`config.mk`:
```
export PLATFORM = sky130hd
export DESIGN_NAME = pmcd_top
export DESIGN_NICKNAME = d
export VERILOG_FILES = /design/src/pkg/pmcd_pkg.sv /design/src/rtl/pmcd_clk_div.sv /design/src/rtl/pmcd_top.sv
export VERILOG_INCLUDE_DIRS = /design/src /design/src/pkg
export SDC_FILE = /design/constraint.sdc
export NUM_CORES = 1
export LEC_CHECK = 0
export BUFFER_PORTS_ARGS = -buffer_cell sky130_fd_sc_hd__buf_2
export CAP_MARGIN = 20
export CORE_UTILIZATION = 26
export CTS_CLUSTER_DIAMETER = 150
export DETAILED_ROUTE_END_ITERATION = 16
export SYNTH_ARGS = -nofsm -noshare
export SYNTH_HDL_FRONTEND = slang
export SYNTH_SLANG_ARGS = --single-unit
```
`constraint.sdc`:
```
create_clock -name core_clk -period 3.58 [get_ports core_clk]
set_clock_uncertainty 0.1 [all_clocks]
set_input_delay 0.358 -clock core_clk [delete_from_list [all_inputs] [get_ports core_clk]]
set_output_delay 0.358 -clock core_clk [all_outputs]
set_load 0.02 [all_outputs]
```
`src/pkg/pmcd_defines.svh`:
```
// Register offsets, field positions, reset values and timing counts of the power control block.
// Assumes an AHB-Lite slave decode of the low address bits only.
`ifndef PMCD_DEFINES_SVH
`define PMCD_DEFINES_SVH

// ==========================================================
// Register byte offsets
`define PMCD_OFS_MODE 8'h00
`define PMCD_OFS_PERIPH_EN 8'h04
`define PMCD_OFS_DIV 8'h08
`define PMCD_OFS_STATUS 8'h0C
`define PMCD_OFS_WAKE_EN 8'h10

// ==========================================================
// Fields
`define PMCD_MODE_IDLE_BIT 0
`define PMCD_MODE_PDOWN_BIT 1
`define PMCD_NUM_PERIPH 8
`define PMCD_NUM_WAKE 4

// ==========================================================
// Reset values
`define PMCD_PERIPH_EN_RST 8'hFF
`define PMCD_DIV_RST 2'h0
`define PMCD_WAKE_EN_RST 4'h0

// ==========================================================
// Timing: oscillator start-up wait after power-down
`define PMCD_OSC_WAIT_US 100
`define PMCD_CLK_MHZ 100
`define PMCD_OSC_WAIT_CYC (`PMCD_OSC_WAIT_US * `PMCD_CLK_MHZ)

`endif

```
`src/pkg/pmcd_pkg.sv`:
```
// Types of the power mode and peripheral clock divider block.
// Assumes pmcd_defines.svh holds all numeric constants.
package pmcd_pkg;

  // ==========================================================
  // Divider setting as held in the divide register
  typedef enum logic [1:0] {
    PMCD_DIV_QUARTER = 2'h0,
    PMCD_DIV_FULL = 2'h1,
    PMCD_DIV_HALF = 2'h2
  } pmcd_div_t;

  // ==========================================================
  // Power state machine, one-hot
  typedef enum logic [3:0] {
    PMCD_RUN = 4'b0001,
    PMCD_IDLE = 4'b0010,
    PMCD_PDOWN = 4'b0100,
    PMCD_WAKE = 4'b1000
  } pmcd_state_t;

endpackage : pmcd_pkg

```
`src/rtl/pmcd_clk_div.sv`:
```
// Peripheral clock enable generator: full, half or quarter of the processor clock.
// Assumes the caller gates the peripheral clock with the pulse it produces.
`include "pmcd_defines.svh"

module pmcd_clk_div (
  // Clock and reset
  input wire logic core_clk,
  input wire logic rst,
  // Control
  input wire logic [1:0] div_sel,
  input wire logic run,
  // Output
  output logic periph_tick,
  output logic [1:0] div_active
);

  logic [1:0] count;
  logic wrap;

  // ==========================================================
  // A period ends when the count reaches one less than the active divide ratio
  always_comb begin
    unique case (div_active)
      pmcd_pkg::PMCD_DIV_FULL: wrap = 1'b1;
      pmcd_pkg::PMCD_DIV_HALF: wrap = (count == 2'h1);
      default: wrap = (count == 2'h3);
    endcase
  end

  always_ff @(posedge core_clk) begin
    if (rst) begin
      count <= 2'h0;
    end else if (run) begin
      count <= wrap ? 2'h0 : count + 2'h1;
    end
  end

  // New setting only adopted at a period boundary, never mid-pulse
  always_ff @(posedge core_clk) begin
    if (rst) begin
      div_active <= `PMCD_DIV_RST;
    end else if (run && wrap) begin
      div_active <= div_sel;
    end
  end

  assign periph_tick = run && wrap;

endmodule : pmcd_clk_div

```
`src/rtl/pmcd_top.sv`:
```
// Power mode control, per-peripheral clock enables and peripheral clock divider.
// Assumes clock gates downstream honour the enable outputs; AHB-Lite single slave.
// What this block does
// Idle stops processor, memory and bus clocks
// Idle keeps peripherals clocked; interrupt wakes processor
// Power-down stops oscillator and all clocks
// Power-down retains state and holds outputs
// Reset or clockless interrupt ends power-down
// Each peripheral has its own clock enable
// Peripheral clock is full, half, quarter rate
// Divider resets to quarter rate
// PLL stays running during Idle
// Wake waits for stable oscillator before clocks
// Divider changes only on clean clock boundary
//
// The placing of the registers and the AHB-Lite register port are this design's own decisions.
`include "pmcd_defines.svh"

module pmcd_top #(
  parameter int OSC_WAIT_CYC = `PMCD_OSC_WAIT_CYC
) (
  // Clock and reset
  input wire logic core_clk,
  input wire logic rst,
  // AHB-Lite slave
  input wire logic hsel,
  input wire logic [31:0] haddr,
  input wire logic [1:0] htrans,
  input wire logic hwrite,
  input wire logic [2:0] hsize,
  input wire logic [31:0] hwdata,
  input wire logic hready,
  output logic [31:0] hrdata,
  output logic hreadyout,
  output logic hresp,
  // Wake sources
  input wire logic irq_pending,
  input wire logic [`PMCD_NUM_WAKE-1:0] ext_wake,
  // Oscillator and PLL
  input wire logic osc_stable,
  input wire logic pll_on_req,
  output logic osc_enable,
  output logic pll_enable,
  // Clock enables and pin hold
  output logic cpu_clk_en,
  output logic mem_bus_clk_en,
  output logic periph_tick,
  output logic [`PMCD_NUM_PERIPH-1:0] periph_clk_en,
  output logic pin_hold
);

  pmcd_pkg::pmcd_state_t state;
  pmcd_pkg::pmcd_state_t next_state;
  logic [1:0] mode;
  logic [`PMCD_NUM_PERIPH-1:0] periph_en;
  logic [1:0] div_sel;
  logic [1:0] div_active;
  logic [`PMCD_NUM_WAKE-1:0] wake_en;
  logic pll_was_on;
  logic [31:0] wait_cnt;
  logic osc_s1, osc_s2, osc_s3, osc_ok;
  logic [`PMCD_NUM_WAKE-1:0] ew_s1, ew_s2, ew_s3, ew_ok;
  logic wake_hit;
  logic ph_we;
  logic rd_take;
  logic [7:0] ph_addr;
  logic mode_clear;

  // ==========================================================
  // Pin synchronisers: a change counts when stages two and three agree
  always_ff @(posedge core_clk) begin
    if (rst) begin
      osc_s1 <= 1'b0;
      osc_s2 <= 1'b0;
      osc_s3 <= 1'b0;
      osc_ok <= 1'b0;
    end else begin
      osc_s1 <= osc_stable;
      osc_s2 <= osc_s1;
      osc_s3 <= osc_s2;
      if (osc_s2 == osc_s3) begin
        osc_ok <= osc_s3;
      end
    end
  end

  genvar gi;
  generate
    for (gi = 0; gi < `PMCD_NUM_WAKE; gi++) begin : g_wake_sync
      always_ff @(posedge core_clk) begin
        if (rst) begin
          ew_s1[gi] <= 1'b0;
          ew_s2[gi] <= 1'b0;
          ew_s3[gi] <= 1'b0;
          ew_ok[gi] <= 1'b0;
        end else begin
          ew_s1[gi] <= ext_wake[gi];
          ew_s2[gi] <= ew_s1[gi];
          ew_s3[gi] <= ew_s2[gi];
          if (ew_s2[gi] == ew_s3[gi]) begin
            ew_ok[gi] <= ew_s3[gi];
          end
        end
      end
    end
  endgenerate

  // Only enabled level-type sources can act without a running clock
  assign wake_hit = |(ew_ok & wake_en);

  // ==========================================================
  // AHB-Lite: zero wait states, always OKAY
  assign hreadyout = 1'b1;
  assign hresp = 1'b0;

  // Read data loads in the address phase so it stands through the data phase
  assign rd_take = hready && hsel && htrans[1] && !hwrite;

  always_ff @(posedge core_clk) begin
    if (rst) begin
      ph_we <= 1'b0;
      ph_addr <= 8'h00;
    end else if (hready) begin
      ph_we <= hsel && htrans[1] && hwrite;
      ph_addr <= haddr[7:0];
    end
  end

  // ==========================================================
  // Mode register: cleared by hardware once the mode is left
  assign mode_clear = (state == pmcd_pkg::PMCD_IDLE && next_state != pmcd_pkg::PMCD_IDLE)
    || (state == pmcd_pkg::PMCD_WAKE && next_state == pmcd_pkg::PMCD_RUN);

  always_ff @(posedge core_clk) begin
    if (rst) begin
      mode <= 2'h0;
    end else if (ph_we && ph_addr == `PMCD_OFS_MODE) begin
      mode <= hwdata[1:0];
    end else if (mode_clear) begin
      mode <= 2'h0;
    end
  end

  always_ff @(posedge core_clk) begin
    if (rst) begin
      periph_en <= `PMCD_PERIPH_EN_RST;
    end else if (ph_we && ph_addr == `PMCD_OFS_PERIPH_EN) begin
      periph_en <= hwdata[`PMCD_NUM_PERIPH-1:0];
    end
  end

  // Reserved code 3 is not stored, so the divider never sees it
  always_ff @(posedge core_clk) begin
    if (rst) begin
      div_sel <= `PMCD_DIV_RST;
    end else if (ph_we && ph_addr == `PMCD_OFS_DIV && hwdata[1:0] != 2'h3) begin
      div_sel <= hwdata[1:0];
    end
  end

  always_ff @(posedge core_clk) begin
    if (rst) begin
      wake_en <= `PMCD_WAKE_EN_RST;
    end else if (ph_we && ph_addr == `PMCD_OFS_WAKE_EN) begin
      wake_en <= hwdata[`PMCD_NUM_WAKE-1:0];
    end
  end

  always_ff @(posedge core_clk) begin
    if (rst) begin
      hrdata <= 32'h0000_0000;
    end else if (rd_take) begin
      unique case (haddr[7:0])
        `PMCD_OFS_MODE: hrdata <= {30'h0000_0000, mode};
        `PMCD_OFS_PERIPH_EN: hrdata <= {24'h00_0000, periph_en};
        `PMCD_OFS_DIV: hrdata <= {28'h000_0000, div_active, div_sel};
        `PMCD_OFS_STATUS: hrdata <= {26'h000_0000, osc_ok, pll_enable, state};
        `PMCD_OFS_WAKE_EN: hrdata <= {28'h000_0000, wake_en};
        default: hrdata <= 32'h0000_0000;
      endcase
    end
  end

  // ==========================================================
  // Power state machine
  always_comb begin
    next_state = state;
    unique case (state)
      pmcd_pkg::PMCD_RUN: begin
        if (mode[`PMCD_MODE_PDOWN_BIT]) begin
          next_state = pmcd_pkg::PMCD_PDOWN;
        end else if (mode[`PMCD_MODE_IDLE_BIT]) begin
          next_state = pmcd_pkg::PMCD_IDLE;
        end
      end
      pmcd_pkg::PMCD_IDLE: begin
        if (irq_pending) begin
          next_state = pmcd_pkg::PMCD_RUN;
        end
      end
      pmcd_pkg::PMCD_PDOWN: begin
        if (wake_hit) begin
          next_state = pmcd_pkg::PMCD_WAKE;
        end
      end
      pmcd_pkg::PMCD_WAKE: begin
        if (osc_ok && wait_cnt == 32'h0000_0000) begin
          next_state = pmcd_pkg::PMCD_RUN;
        end
      end
    endcase
  end

  always_ff @(posedge core_clk) begin
    if (rst) begin
      state <= pmcd_pkg::PMCD_RUN;
    end else begin
      state <= next_state;
    end
  end

  // Wake-up timer starts on leaving power-down
  always_ff @(posedge core_clk) begin
    if (rst) begin
      wait_cnt <= 32'h0000_0000;
    end else if (state == pmcd_pkg::PMCD_PDOWN && next_state == pmcd_pkg::PMCD_WAKE) begin
      wait_cnt <= 32'(OSC_WAIT_CYC);
    end else if (state == pmcd_pkg::PMCD_WAKE && wait_cnt != 32'h0000_0000) begin
      wait_cnt <= wait_cnt - 32'h0000_0001;
    end
  end

  // PLL keeps running through idle if it was on at entry
  always_ff @(posedge core_clk) begin
    if (rst) begin
      pll_was_on <= 1'b0;
    end else if (state == pmcd_pkg::PMCD_RUN) begin
      pll_was_on <= pll_on_req;
    end
  end

  // ==========================================================
  // Clock enables
  logic running;
  logic periph_run;
  assign running = (state == pmcd_pkg::PMCD_RUN);
  assign periph_run = running || (state == pmcd_pkg::PMCD_IDLE);

  assign cpu_clk_en = running;
  assign mem_bus_clk_en = running;
  assign osc_enable = (state != pmcd_pkg::PMCD_PDOWN);
  assign pll_enable = running ? pll_on_req
    : ((state == pmcd_pkg::PMCD_IDLE) && pll_was_on);
  assign pin_hold = !running && !periph_run;

  generate
    for (gi = 0; gi < `PMCD_NUM_PERIPH; gi++) begin : g_periph_gate
      assign periph_clk_en[gi] = periph_run && periph_en[gi];
    end
  endgenerate

  // Divider is frozen in power-down so its phase is retained
  pmcd_clk_div u_div (
    .core_clk(core_clk),
    .rst(rst),
    .div_sel(div_sel),
    .run(periph_run),
    .periph_tick(periph_tick),
    .div_active(div_active)
  );

endmodule : pmcd_top

```
Word level (Yosys, flattened, before mapping)

Index checks and enable logic that the tools add are counted.

Register bits after elaboration: 118

Bitwise gates (word level): 1
Equality and inequality tests: 25
Muxes and demuxes: 14
Reduce and logical (&&, ||, !) cells: 39
Add/subtract/negate cells: 2

Operator list:

| cell                  | number |
|---|---|
| $pmux 8 s5            | 1 |
| $logic_not 32->1      | 1 |
| $reduce_bool 32->1    | 1 |
| $sub 32x1->32 const B | 1 |
| $mux 14               | 2 |
| $logic_and 1x1->1     | 26 |
| $eq 8x4->1 const B    | 3 |
| $mux 4                | 5 |
| $eq 8x3->1 const B    | 2 |
| $eq 8x5->1 const B    | 2 |
| $logic_not 8->1       | 2 |
| $pmux 4 s4            | 1 |
| $eq 4x1->1 const B    | 2 |
| $eq 4x4->1 const B    | 2 |
| $mux 2                | 3 |
| $eq 1x1->1            | 5 |
| $and 4x4->4           | 1 |
| $eq 2x1->1 const B    | 2 |
| $eq 2x2->1 const B    | 2 |
| $eq 4x2->1 const B    | 1 |
| $eq 4x3->1 const B    | 1 |
| $ne 4x2->1 const B    | 1 |
| $ne 4x3->1 const B    | 1 |
| $reduce_bool 2->1     | 2 |
| 8 further kinds       | 11 |

Depth between registers and ports, before layout

Gate-level depths: netlist of run 1.

Depth in word-level cells: 9
Depth in mapped cells: 9

Hierarchy

A second synthesis of run 1 with hierarchy kept.

Cells, all modules: 514
Area, all modules: 4,549.4 sq um

By module, submodules not included:

| module       | cells each | sequential area each (sq um) | area each (sq um) | times used |
|---|---|---|---|---|
| pmcd_top     | 483        | 1,801.7                      | 4,270.3           | 1 |
| pmcd_clk_div | 31         | 80.1                         | 279.0             | 1 |

Worst setup path before layout of run 1

OpenSTA, ideal clock, no wires.

Path kind: flip-flop to flip-flop
Start: register state[2]
End: register wait_cnt[23]
Library setup time: 126 ps
Stages on the path, launching flop included: 7
Required time: 3,354 ps
Arrival: 2,145 ps
Setup slack: 1,209 ps
Cells stage by stage: dfxtp_1 clkbuf_1 or4b_2 a21oi_1 or2_0 buf_2 a21oi_1

Cells in the longest elaborated chain, start to end: 6
Elaborated cells on any way between the ends: 14
Classes of those cells: eq/ne (5); mux (6); reduce/logical (3)

Ends and longest elaborated chain:

| what                             | RTL line        | source |
|---|---|---|
| start: declaration               | pmcd_top.sv:52  | `pmcd_pkg::pmcd_state_t state;` |
| start signal: assignment         | pmcd_top.sv:216 | `state <= pmcd_pkg::PMCD_RUN;` |
| start signal: assignment         | pmcd_top.sv:218 | `state <= next_state;` |
| $mux 4                           | pmcd_top.sv:192 | `` end else if (mode[`PMCD_MODE_IDLE_BIT]) begin `` |
| $mux 4                           | pmcd_top.sv:190 | `` if (mode[`PMCD_MODE_PDOWN_BIT]) begin `` |
| $pmux 4 s4                       | pmcd_top.sv:188 | `unique case (state)` |
| $eq 4x4->1                       | pmcd_top.sv:226 | `end else if (state == pmcd_pkg::PMCD_PDOWN && next_state == pmcd_pkg::PMCD_WAKE) begin` |
| $logic_and 1x1->1                | pmcd_top.sv:226 |  |
| $reduce_or 2->1 (no source line) | --              |  |
| end signal: assignment           | pmcd_top.sv:227 | `wait_cnt <= 32'(OSC_WAIT_CYC);` |
| end signal: assignment           | pmcd_top.sv:229 | `wait_cnt <= wait_cnt - 32'h0000_0001;` |
| end: declaration                 | pmcd_top.sv:60  | `logic [31:0] wait_cnt;` |

Parallel ways exist; a longest one is shown, timed or not.
A chain may end at the register's enable or synchronous reset.

Worst setup path in the final report of run 1

Start: register wait_cnt[14]
End: register wait_cnt[19]

Cells in the longest elaborated chain, start to end: 7
Elaborated cells on any way between the ends: 10
Classes of those cells: add/sub (1); eq/ne (1); mux (2); reduce/logical (6)

Ends and longest elaborated chain:

| what                             | RTL line        | source |
|---|---|---|
| $logic_not 32->1                 | pmcd_top.sv:207 | `if (osc_ok && wait_cnt == 32'h0000_0000) begin` |
| $logic_and 1x1->1                | pmcd_top.sv:207 |  |
| $mux 4                           | pmcd_top.sv:207 |  |
| $pmux 4 s4                       | pmcd_top.sv:188 |  |
| $eq 4x4->1                       | pmcd_top.sv:226 |  |
| $logic_and 1x1->1                | pmcd_top.sv:226 |  |
| $reduce_or 2->1 (no source line) | --              |  |

Parallel ways exist; a longest one is shown, timed or not.

==> key figures, run 1 <==
Run status
  • Status: finished, final reports clean

Place
  • Routability cong.: approximately 0.76
  • DP Cell Count: 747
  • Pre-CTS setup slack: 0.767 ns
  • I/O Buffers: 50
  • Post-DP HPWL: about 7.3 mm

Yosys
  • Syn Area/Cell: 9.06 µm²
  • Synth cell types: 64
  • Top FF cell, synth: dfxtp_1
  • Flops & latches, synth: 94
  • Syn. warnings: 0
  • Synth Cell Area: roughly 4500 µm²
  • Sequential cell area fraction in the yosys report: 41.6%
  • Number of synthesized flops with an enable pin: 0
  • Ys async rst share: 0%
  • Mapped Cells: 499

Power
  • Sw Share: between 20% and 30%
  • Combinational Power Share: 6.9%
  • Leakage: 1.98 nW
  • Max VDD drop: 0.263 mV
  • Clk pwr share: 44.0%
  • P_sw: 0.000503 W
  • P_int: approximately 0.0017 W
  • Power Dens Cells: 426 nW/µm²
  • Sequential power share: roughly 49%

Final layout
  • FF/Latch Area: 1880 µm²
  • ANT cells: 0
  • Layout cell share with drive strength beyond 1: 16.6%
  • Post-route insts no fill: about 760
  • Nets: approximately 620
  • Number of fill cells: ~1800
  • Synth-to-Final Area Change: 14.5%
  • Most frequent cells in the layout: dfxtp_1 (94), buf_2 (50), a21oi_1 (35)
  • Commonest non-fill, non-tap cell in the layout: dfxtp_1
  • Multi-input gate area: between 2000 and 2500 µm²

Global route
  • Overflow after GRT: 0
  • First-pass GRT wire length: 17.1 mm
  • Pin count of the biggest net entering global routing: 48
  • GRT Resource Usage Total: 11.9%
  • Number of antenna violations at the first check in global routing: 0
  • Vias in the first global route: about 3400

Routing
  • Final ANT Viol Nets: 0
  • DR vias: 3734
  • Drt total wl: between 10 and 15 mm
  • Via density: 4.89
  • Post-DR wirelength/cell: 13.6 µm
  • Initial DRC count: 208
  • Residual DRC: 0
  • TritonRoute pass-1 iters: 4

Floorplan
  • Io pins: 129
  • Die Height: 134 µm
  • Core ar.: 16800 µm²
  • Die footprint: 17900 µm²
  • Initial Util: between 20% and 30%
  • Die Wd: 134 µm
  • FP Rows: 47

Worst setup path
  • CP Data Arrival Time: 2.96 ns
  • Worst endpoint required time: 3.70 ns
  • Crit path capture type: flop
  • Critical path type: flop to flop
  • CP Max Fanout: 15
  • R2R Setup Slk: 0.74 ns
  • Critical path startpoint category: flop

STA
  • Peak Freq: 352 MHz
  • Hold Vio Cnt, Final: 0
  • Max-slew violations: 0
  • Min Tclk post-route: 2.84 ns
  • Rel. slew slack: 51.0%
  • Final hold slack: 0.118 ns
  • TNS Setup: 0 ns
  • RSZ-0062 raised after global routing: no
  • Fin worst setup slack: roughly 0.74 ns
  • Worst-Margin Slew: about 0.73 ns
  • Period Utilization, post-route: a little under 80%
  • Setup-failing EPs final: 0

Clock network
  • CTS root buffer: clkbuf_16
  • CTS tree: done
  • Clk pin slew, worst setup/hold paths: 0.06 ns
  • Clk_lat worst skew: 0.34 ns
  • Setup bufs post-CTS: 0
  • Clock sink count: 94
  • CTS Buffer Depth: 2
  • H-tree depth: 3
  • # resized after CTS: 0
  • CTS buffer count: 9
  • Hold-fix buffers, CTS: 0

Worst hold path
  • Min-Delay Path Class: input pin to flop

Job
  • MaxCap Viol Count: 0
==> power by group through the flow <==
stage | registers, W | logic (W) | clock network (W)
2_1_floorplan | 0.00110 | 0.000131 | 0
3_3_place_gp | 0.00110 | 0.000153 | 0
3_5_place_dp | 0.00110 | 0.000153 | 0
4_1_cts | 0.00108 | 0.000154 | 0.000993
5_1_grt | 0.00108 | 0.000169 | 0.00104
6_report | 0.00108 | 0.000153 | 0.000969
==> path summary, 6_finish.rpt <==
path                  end          from  cells past startpoint
max          wait_cnt[19]  wait_cnt[14]                      6
min          periph_en[5]     hwdata[5]                      2
max reg2reg  wait_cnt[19]  wait_cnt[14]                      6
min reg2reg      ew_s2[1]      ew_s1[1]                      1
==> per-stage QoR <==
stage / area, µm² / util [%] / power (W)
2_1_floorplan: 4610 / - / 0.00123
3_3_place_gp: 4870 / 29.1 / 0.00126
3_5_place_dp: 4870 / 29.1 / 0.00126
4_1_cts: 5180 / 30.9 / 0.00223
5_1_grt: 5180 / 30.9 / 0.00230
6_report: 5180 / 30.9 / 0.00220
==> critical path, cell delays in order (launching register included) <==
cell and delay (ns):
dfxtp_1 0.36, nor4_1 0.50, nand3_1 0.44, nor4_4 0.78, buf_4 0.33, nor4_1 0.09
mux2i_1 0.13
==> flip-flops by register name (all words and copies together) (netlist names), 2 cells and up <==
signal / flops
mode: 2
state: 4
div_sel: 2
periph_en: 8
ph_addr: 8
wait_cnt: 32
ew_ok: 4
ew_s3: 4
hrdata: 8
ew_s2: 4
u_div.count: 2
wake_en: 4
ew_s1: 4
u_div.div_active: 2
==> cells in the mapped netlist (2+ instances only) <==
cell / n / area [µm²]
ha_1: 2 / 25.0
conb_1: 2 / 7.51
mux4_2: 2 / 45.0
o2111ai_1: 2 / 17.5
a21oi_1: 35 / 175
buf_6: 2 / 22.5
mux2i_1: 19 / 190
dfxtp_1: 94 / 1880
nor3_1: 8 / 40.0
nand4b_1: 2 / 17.5
a31oi_1: 5 / 31.3
nand3_1: 11 / 55.1
nand3b_1: 3 / 22.5
a211oi_1: 4 / 30.0
o31ai_1: 17 / 128
nor4_1: 9 / 56.3
or2_2: 2 / 12.5
or3_1: 13 / 81.3
nor4b_2: 2 / 30.0
a22oi_1: 10 / 75.1
nor2b_1: 25 / 156
or4_1: 21 / 158
a32oi_1: 2 / 17.5
buf_4: 27 / 203
inv_1: 13 / 48.8
xor2_1: 2 / 17.5
and3_1: 4 / 25.0
buf_2: 2 / 10.0
and2_1: 9 / 56.3
o21ai_0: 11 / 55.1
o32ai_1: 2 / 17.5
a311oi_1: 5 / 43.8
nand2b_1: 9 / 56.3
nand2_1: 21 / 78.8
a21o_1: 2 / 15.0
o41ai_1: 3 / 26.3
a211o_1: 9 / 78.8
and4b_1: 2 / 20.0
o22ai_1: 2 / 12.5
clkbuf_1: 23 / 86.3
nor2_1: 34 / 128
mux2_2: 4 / 45.0
xnor2_1: 2 / 17.5
==> metal layers <==
layer  global-route usage [%]  share of wire, %
met1                     15.8                48
met2                     18.9                46
met3                     3.97               5.3
met4                     2.53              0.73
met5                        0                 0
==> layout make-up <==
class	count	area share [%]
clock buffer	13	5.03
clock inverter	3	0.822
inverter	13	0.943
multi-input combinational	362	45.5
sequential	94	36.4
tap	220	5.32
timing repair buffer	58	5.99
==> cell families after synthesis <==
| kind of cell | count (synthesis) | synth area share (%) |
|---|---|---|
| AO/OA/AOI/OAI | 116 | 17.3 |
| XOR/XNOR | 4 | 0.775 |
| adder cells (fa/ha/maj) | 2 | 0.554 |
| buffers and inverters | 67 | 8.19 |
| flip-flops | 94 | 41.6 |
| multiplexers | 25 | 6.20 |
| other | 2 | 0.166 |
| AND/OR/NAND/NOR | 189 | 25.1 |
(Power assumes the default switching activity.)
==> run 2, diff against run 1 <==
clock period = 2.85 ns   (was 3.58 ns; I/O delays follow)
==> run 2 against run 1 <==
Net effect:
- sequential cell count unchanged
- sequential power increased by 26%
- final cell count increased by 1.3%
- first-iteration DRC count increased by 15%
- critical path type unchanged
- critical endpoint is now wait_cnt[10]
==> key figures, run 2 (synthesis gave the netlist of run 1 again) <==
Final layout
  • Synth-to-Final Area Change: 16.5% (was 14.5%)
  • Commonest non-fill, non-tap cell in the layout: dfxtp_1 (unchanged)
  • Layout cell share with drive strength beyond 1: 18.4% (was 16.6%)
  • Most frequent cells in the layout: dfxtp_1 (94), buf_2 (50), a21oi_1 (35) (unchanged)
  • Flip-flop count of the largest register after layout: 32 (unchanged)
  • Largest reg by FF count: wait_cnt (unchanged)
  • ANT cells: 0 (unchanged)
  • Nets: 631 (was 621)
  • Number of fill cells: 1801 (was 1803)

Global route
  • Overflow after GRT: 0 (unchanged)
  • Vias in the first global route: 3501 (was 3418)
  • Number of antenna violations at the first check in global routing: 0 (unchanged)
  • Pin count of the biggest net entering global routing: 34 (was 48)
  • GRT Resource Usage Total: 12.3% (was 11.9%)
  • First-pass GRT wire length: 17.5 mm (was 17.1 mm)

Worst hold path
  • Min-Delay Path Class: input pin to flop (unchanged)
  • Worst Hold Path Cells: 2 (unchanged)
  • Worst hold start: hwdata[6] (was hwdata[5])
  • WHS Endpoint: periph_en[6] (was periph_en[5])

Clock network
  • H-tree depth: 3 (unchanged)
  • Clock sink count: 94 (unchanged)
  • Setup bufs post-CTS: 0 (unchanged)
  • CTS tree: done (unchanged)
  • Clk pin slew, worst setup/hold paths: 0.07 ns (was 0.06 ns)
  • Clk_lat worst skew: 0.35 ns (was 0.34 ns)
  • # resized after CTS: 0 (unchanged)
  • CTS Buffer Depth: 2 (unchanged)
  • CTS buffer count: 9 (unchanged)
  • Hold-fix buffers, CTS: 0 (unchanged)
  • CTS root buffer: clkbuf_16 (unchanged)

Place
  • I/O Buffers: 50 (unchanged)
  • Post-DP HPWL: 7.37 mm (was 7.34 mm)
  • Routability cong.: 0.757 (was 0.758)

Worst setup path
  • Critical Path, Cell by Cell: or3_4 -> or4_4 -> or4_1 -> a311oi_1 -> a311oi_1 (was nor4_1 -> nand3_1 -> nor4_4 -> buf_4 -> nor4_1 -> mux2i_1)
  • CP Buf/Inv Count: 0 (was 1)
  • R2R Setup Slk: 0.32 ns (was 0.74 ns)
  • R2R cell count: 5 (was 6)
  • Critical path type: flop to flop (unchanged)
  • Critical path startpoint category: flop (unchanged)
  • CP Data Arrival Time: 2.63 ns (was 2.96 ns)
  • CP Max Fanout: 6 (was 15)
  • CP peak stage delay: 0.64 ns (was 0.78 ns)
  • FF-to-FF Start: wait_cnt[8] (was wait_cnt[14])
  • Crit-path most repeated cell: a311oi_1 (was nor4_1)
  • Cell family with the largest share of critical-path delay: simple AND/OR/NAND/NOR gates (unchanged)
  • Slowest-stage cell, CP: or4_1 (was nor4_4)
  • Reg-to-Reg End: wait_cnt[10] (was wait_cnt[19])
  • Crit path capture type: flop (unchanged)
  • Worst endpoint required time: 2.95 ns (was 3.70 ns)

Floorplan
  • Die footprint: 17900 µm² (unchanged)
  • Io pins: 129 (unchanged)
  • Die Wd: 134 µm (unchanged)
  • FP Rows: 47 (unchanged)
  • Die Height: 134 µm (unchanged)
  • Core ar.: 16800 µm² (unchanged)
  • Initial Util: 27.0% (unchanged)

STA
  • Peak Freq: 396 MHz (was 352 MHz)
  • TNS Setup: 0 ns (unchanged)
  • Max-slew violations: 0 (unchanged)
  • RSZ-0062 raised after global routing: no (unchanged)
  • Hold Vio Cnt, Final: 0 (unchanged)
  • Rel. slew slack: 59.0% (was 51.0%)
  • Min Tclk post-route: 2.53 ns (was 2.84 ns)
  • Setup-failing EPs final: 0 (unchanged)
  • Worst-Margin Slew: 0.615 ns (was 0.730 ns)
  • Period Utilization, post-route: 88.7% (was 79.4%)

Routing
  • TritonRoute pass-1 iters: 4 (unchanged)
  • Residual DRC: 0 (unchanged)
  • DR vias: 3748 (was 3734)
  • Via density: 4.85 (was 4.89)
  • Drt total wl: 10.3 mm (was 10.4 mm)
  • Final ANT Viol Nets: 0 (unchanged)
  • Initial DRC count: 239 (was 208)
  • Post-DR wirelength/cell: 13.3 µm (was 13.6 µm)

Power
  • Power Dens Cells: 534 nW/µm² (was 426 nW/µm²)
  • Leakage: 2.04 nW (was 1.98 nW)
  • Max VDD drop: 0.306 mV (was 0.263 mV)
  • Final Total Pwr: 0.00281 W (was 0.00220 W)

Run status
  • Status: finished, final reports clean (unchanged)

Job
  • MaxCap Viol Count: 0 (unchanged)
run 2: layout make-up:
cell class	count	area, µm²	area share, %
well taps	220	275	5.23
clock inverters	5	65.1	1.24
flip-flops and latches	94	1880	35.7
inverters	13	48.8	0.927
repair buffers	68	385	7.32
clock buffers	11	253	4.80
multi-input cells	362	2360	44.8
run 2: power by group:
part	leakage, nW	internal [W]	switching (W)
Sequential	0.763	0.00134	0.0000192
Combinational	1.12	0.0000687	0.000124
Clock	0.156	0.000736	0.000525
Total	2.04	0.00214	0.000668
run 2: worst max path at each step:
stage / startpoint / endpoint / slack [ns] / cells after the start
after global routing: wait_cnt[14] / wait_cnt[4] / 0.24 / 5
after CTS: wait_cnt[8] / wait_cnt[10] / 0.37 / 5
after detailed placement: wait_cnt[8] / wait_cnt[10] / 0.39 / 5
after global placement: wait_cnt[8] / wait_cnt[10] / 0.39 / 5
final: wait_cnt[8] / wait_cnt[10] / 0.32 / 5
after floorplan: state[2] / wait_cnt[23] / 0.48 / 6
run 2: metrics by stage:
step | worst slack, ns | hold slack (ns) | util [%] | area (µm²) | instances
3_3_place_gp | 0.387 | 0.319 | 29.5 | 4950 | 757
2_1_floorplan | 0.479 | 0.303 | - | 4610 | 523
3_5_place_dp | 0.392 | 0.326 | 29.5 | 4950 | 757
6_report | 0.322 | 0.0341 | 31.4 | 5270 | 773
4_1_cts | 0.374 | 0.0228 | 31.4 | 5270 | 773
5_1_grt | 0.242 | 0.0414 | 31.4 | 5270 | 773
run 2: metal layers:
layer	GRT usage [%]	wire, µm
met1	16.1	4900
met5	0	0
met2	19.5	4750
met3	2.91	520
met4	4.42	140
